**src/logic/irq_route_pkg.sv**
```systemverilog
// Shared constants and types for the interrupt enable and pin routing block
package irq_route_pkg;
  localparam logic [7:0] ENABLES_OFFSET = 8'h2d;
  localparam logic [7:0] ROUTING_OFFSET = 8'h2e;
  localparam logic [7:0] SOURCE_OFFSET  = 8'h0c;
  localparam logic [7:0] ENABLES_RESET  = 8'h00;
  localparam logic [7:0] ROUTING_RESET  = 8'h00;
  localparam logic [7:0] USED_BITS_MASK = 8'hfd;
  localparam int         BIT_SLEEP_WAKE = 7;
  localparam int         BIT_FIFO       = 6;
  localparam int         BIT_JOLT       = 5;
  localparam int         BIT_TILT       = 4;
  localparam int         BIT_PULSE      = 3;
  localparam int         BIT_FALL_MOVE  = 2;
  localparam int         BIT_UNUSED     = 1;
  localparam int         BIT_SAMPLE_RDY = 0;
  localparam logic       STAGE_PUSH_PULL  = 1'b0;
  localparam logic       STAGE_OPEN_DRAIN = 1'b1;
  localparam logic       POLARITY_LOW     = 1'b0;

  typedef struct packed {
    logic       wr;
    logic [7:0] addr;
    logic [7:0] wdata;
  } reg_req_t;

  typedef struct packed {
    logic o;
    logic oe_b;
  } pin_drive_t;
endpackage

```
**src/logic/irq_pin_driver.sv**
```systemverilog
// Output stage for one interrupt pin: polarity and push-pull or open-drain
`timescale 1ns/1ps
module irq_pin_driver
  import irq_route_pkg::*;
(
  input  wire logic       clk,
  input  wire logic       rst_b,
  input  wire logic       active,
  input  wire logic       output_stage_select,
  input  wire logic       irq_level_polarity,
  output pin_drive_t      drive
);
  logic level;

  always_comb begin
    level = active ^ (irq_level_polarity == POLARITY_LOW);
  end

  // Open-drain only pulls low; the high level is left to the shared pull-up
  always_ff @(posedge clk or negedge rst_b) begin
    if (!rst_b) begin
      drive <= '{o: 1'b1, oe_b: 1'b0};
    end else if (output_stage_select == STAGE_OPEN_DRAIN) begin
      drive <= '{o: 1'b0, oe_b: level};
    end else begin
      drive <= '{o: level, oe_b: 1'b0};
    end
  end
endmodule

```
**src/logic/motion_interrupt_routing.sv**
```systemverilog
// Interrupt enable, pin routing and source reporting for the motion sensor
//
// Contract
// - Both pins are push-pull when the output stage select is 0 and open-drain when it is 1; in reset both drive high push-pull.
// - The enable register at 0x2d holds one enable per source, bit 1 unused and reading 0.
// - Every enable resets to 0 (disabled) and writing 1 enables that source.
// - A source event flag reaches the controller only while its enable bit is set.
// - The routing register at 0x2e uses the same bit layout, bit 1 unused and reading 0.
// - A routing bit of 0 sends the source to pin b and a 1 sends it to pin a.
// - Pins signal an event low when polarity is 0 and high when polarity is 1; reset holds both pins driven high.
`timescale 1ns/1ps
module motion_interrupt_routing
  import irq_route_pkg::*;
(
  input  wire logic       clk,
  input  wire logic       rst_b,
  input  reg_req_t        reg_req,
  output logic [7:0]      reg_rdata,
  input  wire logic [7:0] event_flags,
  input  wire logic       output_stage_select,
  input  wire logic       irq_level_polarity,
  output logic            irq_pin_a_o,
  output logic            irq_pin_a_oe_b,
  output logic            irq_pin_b_o,
  output logic            irq_pin_b_oe_b
);
  logic [7:0] enables_q;
  logic [7:0] routing_q;
  logic [7:0] pending;
  logic       pin_a_active;
  logic       pin_b_active;
  pin_drive_t drive_a;
  pin_drive_t drive_b;

  always_ff @(posedge clk or negedge rst_b) begin
    if (!rst_b) begin
      enables_q <= ENABLES_RESET;
    end else if (reg_req.wr && reg_req.addr == ENABLES_OFFSET) begin
      enables_q <= reg_req.wdata & USED_BITS_MASK;
    end
  end

  always_ff @(posedge clk or negedge rst_b) begin
    if (!rst_b) begin
      routing_q <= ROUTING_RESET;
    end else if (reg_req.wr && reg_req.addr == ROUTING_OFFSET) begin
      routing_q <= reg_req.wdata & USED_BITS_MASK;
    end
  end

  always_comb begin
    pending      = event_flags & enables_q & USED_BITS_MASK;
    pin_a_active = |(pending & routing_q);
    pin_b_active = |(pending & ~routing_q);
  end

  // Read data is registered so the bus sees a one-cycle read latency
  always_ff @(posedge clk or negedge rst_b) begin
    if (!rst_b) begin
      reg_rdata <= 8'h00;
    end else begin
      unique case (reg_req.addr)
        ENABLES_OFFSET: reg_rdata <= enables_q;
        ROUTING_OFFSET: reg_rdata <= routing_q;
        SOURCE_OFFSET:  reg_rdata <= pending;
        default:        reg_rdata <= 8'h00;
      endcase
    end
  end

  irq_pin_driver u_drv_a (
    .clk                 (clk),
    .rst_b               (rst_b),
    .active              (pin_a_active),
    .output_stage_select (output_stage_select),
    .irq_level_polarity  (irq_level_polarity),
    .drive               (drive_a)
  );

  irq_pin_driver u_drv_b (
    .clk                 (clk),
    .rst_b               (rst_b),
    .active              (pin_b_active),
    .output_stage_select (output_stage_select),
    .irq_level_polarity  (irq_level_polarity),
    .drive               (drive_b)
  );

  always_comb begin
    irq_pin_a_o    = drive_a.o;
    irq_pin_a_oe_b = drive_a.oe_b;
    irq_pin_b_o    = drive_b.o;
    irq_pin_b_oe_b = drive_b.oe_b;
  end

  // Pin level as seen by the host, with a pull-up when released
  logic wire_a;
  logic wire_b;
  always_comb begin
    wire_a = irq_pin_a_oe_b ? 1'b1 : irq_pin_a_o;
    wire_b = irq_pin_b_oe_b ? 1'b1 : irq_pin_b_o;
  end

  // Per source checks; bit 1 has no source behind it
  for (genvar g = 0; g < 8; g++) begin : gen_src
    if (g != BIT_UNUSED) begin : gen_used

    end
  end
endmodule

```
**config.mk**
```make
export PLATFORM = sky130hd
export DESIGN_NAME = motion_interrupt_routing
export DESIGN_NICKNAME = d
export VERILOG_FILES = /design/src/logic/irq_route_pkg.sv /design/src/logic/irq_pin_driver.sv /design/src/logic/motion_interrupt_routing.sv
export SDC_FILE = /design/constraint.sdc
export NUM_CORES = 1
export LEC_CHECK = 0
export BUFFER_PORTS_ARGS = -buffer_cell sky130_fd_sc_hd__buf_4
export CORE_ASPECT_RATIO = 1.25
export CORE_MARGIN = 2
export CORE_UTILIZATION = 44
export CTS_CLUSTER_SIZE = 24
export DETAILED_ROUTE_END_ITERATION = 7
export PLACE_DENSITY = 0.76
export SYNTH_ARGS = -nofsm -noshare
export SYNTH_HDL_FRONTEND = slang
export SYNTH_SLANG_ARGS = --single-unit
```
**constraint.sdc**
```tcl
create_clock -name clk -period 1.2 [get_ports clk]
set_input_delay 0.06 -clock clk [delete_from_list [all_inputs] [get_ports clk]]
set_output_delay 0.06 -clock clk [all_outputs]
set_load 0.1 [all_outputs]
```
==> summary.md <==
| Metric | Value |
|---|---|
| Hold Path Origin | event_flags[2] |
| Routed Antenna Nets | 0 |
| CTS tree | done |
| Synth Instances | 108 |
| Post-Place Cell Area | around 1600 µm² |
| Syn_area_per_cell | between 10 and 15 µm² |
| Critical path origin | enables_q[5] |
| Initial DRC Count | 24 |
| Die Wd | a little over 50 µm |
| Share of layout cells above drive strength 1 | 49.2% |
| Syn_nets | 137 |
| Core footprint | 2650 µm² |
| Hold path depth | 3 |
| CP max FO | 5 |
| Worst setup margin | -157 ps |
| Max frequency | 0.737 GHz |
| GRT Util Overall | 21.5% |
| Via/cell ratio | 5.24 |
| Max clock buf depth | 2 |
| HP Class | primary input to flip-flop |
| Compound-Gate Fraction of Synth Area | 8.48% |
| Leakage | 0.938 nW |
| Final Setup Violations | 4 |
| Worst r2r src | enables_q[5] |
| Final Core Density | between 70% and 80% |
| Routed WL | roughly 3100 µm |
| CTS Root Cell | clkbuf_4 |
| Fin Hold WS | 28.3 ps |
| I/O Pins | 41 |
| Post-synth design cell area | roughly 1200 µm² |
| Vias | 1105 |
| Multi-input gate area | 594 µm² |
| Crit-path cells | nand2_1 -> nor2_1 -> nor4_2 -> buf_4 -> mux2i_2 |
| Reg clk slew, reported paths | 140 ps |
| Post-synth cell types | 29 |
| DP HPWL | 2270 µm |
| Mux contribution to synthesized area | around 16% |
| CTS Sinks | 25 |
| Max Slew Vio Count | 0 |
| Yosys Warn Count | 0 |
| Post-synthesis register bit count | 25 |
| Number of global-route vias before repair | 1188 |
| Setup Skew | 5.28 ps |
| Layout net count | 207 |
| Antenna diode count | 0 |
| Unrepaired setup endpoints after global routing | yes |
| Grt total ovfl | 0 |
| GP Congestion | just over 0.9 |
| I/O Buffers | 37 |
| Largest net degree at the start of global routing | 26 |
| Top Family by Delay on Critical Path | flip-flops |
| First-pass GRT wire length | 5130 µm |
| CP required | between 1000 and 1500 ps |
| Die Span Y | about 63 µm |
| Post-synthesis simple-gate area fraction | 21.0% |
| Power per cell area | ~900 nW/µm² |
| Worst r2r path cells | 5 |
| Critical path arrival | 1610 ps |
| Std cell rows | 21 |
| Critical path's largest stage delay | 450 ps |
| Crit-path slowest cell | dfrtp_1 |
| Status | finished with violations |
| Setup TNS | -381 ps |
| Post-Layout Inst Area | 1860 µm² |
| Routed len/inst | around 15 µm |
| CP Depth | 5 |
| Maxcap violations | 0 |
| CTS buffer count | 3 |
| DRC viols | 0 |
| Initial antenna violation count | 0 |
| Starting Density | 46.2% |
| DIE AREA | 3220 µm² |
| Worst Path Buf+Inv | 1 |
| Final hold vios | 0 |
| Crit end category | flip-flop |
| Fillers | 190 |
| Failing checks | setup timing |
| Seq. cell area | 628 µm² |
| Most frequent cells in the layout | 53 x buf_4, 23 x dfrtp_1, 14 x nand2_1, 14 x dlygate4sd3_1 |
| H-tree levels | 1 |
| Final total power | 1.68 mW |
| Crit path time final | 1360 ps |
| Main combinational cell family by area after synthesis | simple AND/OR/NAND/NOR gates |
| Clk_lat worst skew | between 300 and 400 ps |
| Max IR drop VDD | 0.751 mV |
| Seq/Total Area, Yosys | 51.3% |
| Area delta synth->final | 52.1% |
| Post-Synth XOR/XNOR Area | 0% |
| CP Class | flip-flop to flip-flop |
| Worst Setup Start Kind | flip-flop |
| Detailed Routing Iterations Pass 1 | 4 |
| Tcrit/Tclk final | 113% |
| Post-synthesis adder-cell area fraction | 0% |
| Commonest non-fill, non-tap cell in the layout | buf_4 |
==> tightest hold or removal path: stages <==
cell	delay [ps]
buf_4	90
a21oi_1	50
o21ai_0	130
==> where the power goes <==
group | internal, mW | total, mW | switching [mW] | leakage, nW
combinational | 0.180 | 0.380 | 0.201 | 0.587
clock | 0.128 | 0.393 | 0.265 | 0.0139
sequential | 0.879 | 0.907 | 0.0276 | 0.338
total | 1.19 | 1.68 | 0.493 | 0.938
==> final timing paths <==
path	slack, ps	end
setup / recovery	-160	u_drv_b.drive[0]
hold / removal	30	reg_rdata[2]
setup reg to reg	-160	u_drv_b.drive[0]
hold reg to reg	560	reg_rdata[3]
max in group asynchronous	770	u_drv_a.drive[1]
min in group asynchronous	140	reg_rdata[0]
==> cell usage after synthesis (all sizes together) <==
master   instances  share of area [%]
o22ai            3                1.5
clkbuf           1               0.31
nand3           12                4.9
nor3b            1                1.5
nand2b           2                1.0
nor2b            2                1.0
dfstp            2                4.3
a21boi           2                1.2
nand4bb          1                2.2
or2              1               0.51
nand2           14                4.3
and4bb           1                1.0
conb             1               0.31
a21o             2                1.2
buf              3                1.8
dfrtp           23                 47
o21ai            2               0.82
and3             3                1.5
nor4             1               0.51
nor2             2               0.61
a32oi            2                1.4
a21oi            2               0.82
mux2i            4                3.3
or3              1               0.51
mux2            14                 13
inv              2               0.61
a31o             2                1.4
nor3             1               0.82
nand4            1               0.51
==> sequential cells by signal (all words and copies together), names as in the netlist <==
name and count:
enables_q 7, u_drv_b.drive 2, reg_rdata 7, u_drv_a.drive 2
routing_q 7
==> logic make-up after synthesis <==
kind of cell	Yosys count
other	1
muxes	18
buffers and inverters	6
and+or+nand+nor	43
AOI/OAI and AO/OA	15
DFF	25
==> through the flow <==
stage,setup slack (ps),instances
final,-157,211
after global routing,-242,211
after CTS,-146,210
after detailed placement,-292,188
after global placement,-217,188
after floorplan,-147,108
==> area by class of cell <==
class	count	share of cell area [%]
sequential	25	33.7
timing repair buffer	69	30.1
inverter	2	0.403
clock buffer	3	1.21
multi-input combinational	77	31.9
tap	34	2.28
clock inverter	1	0.403
==> layer usage <==
metal  track usage [%]  up-vias  wire (µm)
li1                  -      526          -
met1              24.6      517       1220
met2              36.2       47       1570
met3              3.35       15        170
met4              13.5        0        153
met5                 0        -          0
==> repair_timing <==
item | CTS | global route
resized for setup | 4 | 2
cloned | 0 | 0
hold buffers | 14 | 0
pin swaps | 3 | 0
hold endpoints to repair | 45 | 0
buffers inserted | 4 | 1
setup endpoints to repair | 6 | 5
(Power assumes the default switching activity.)
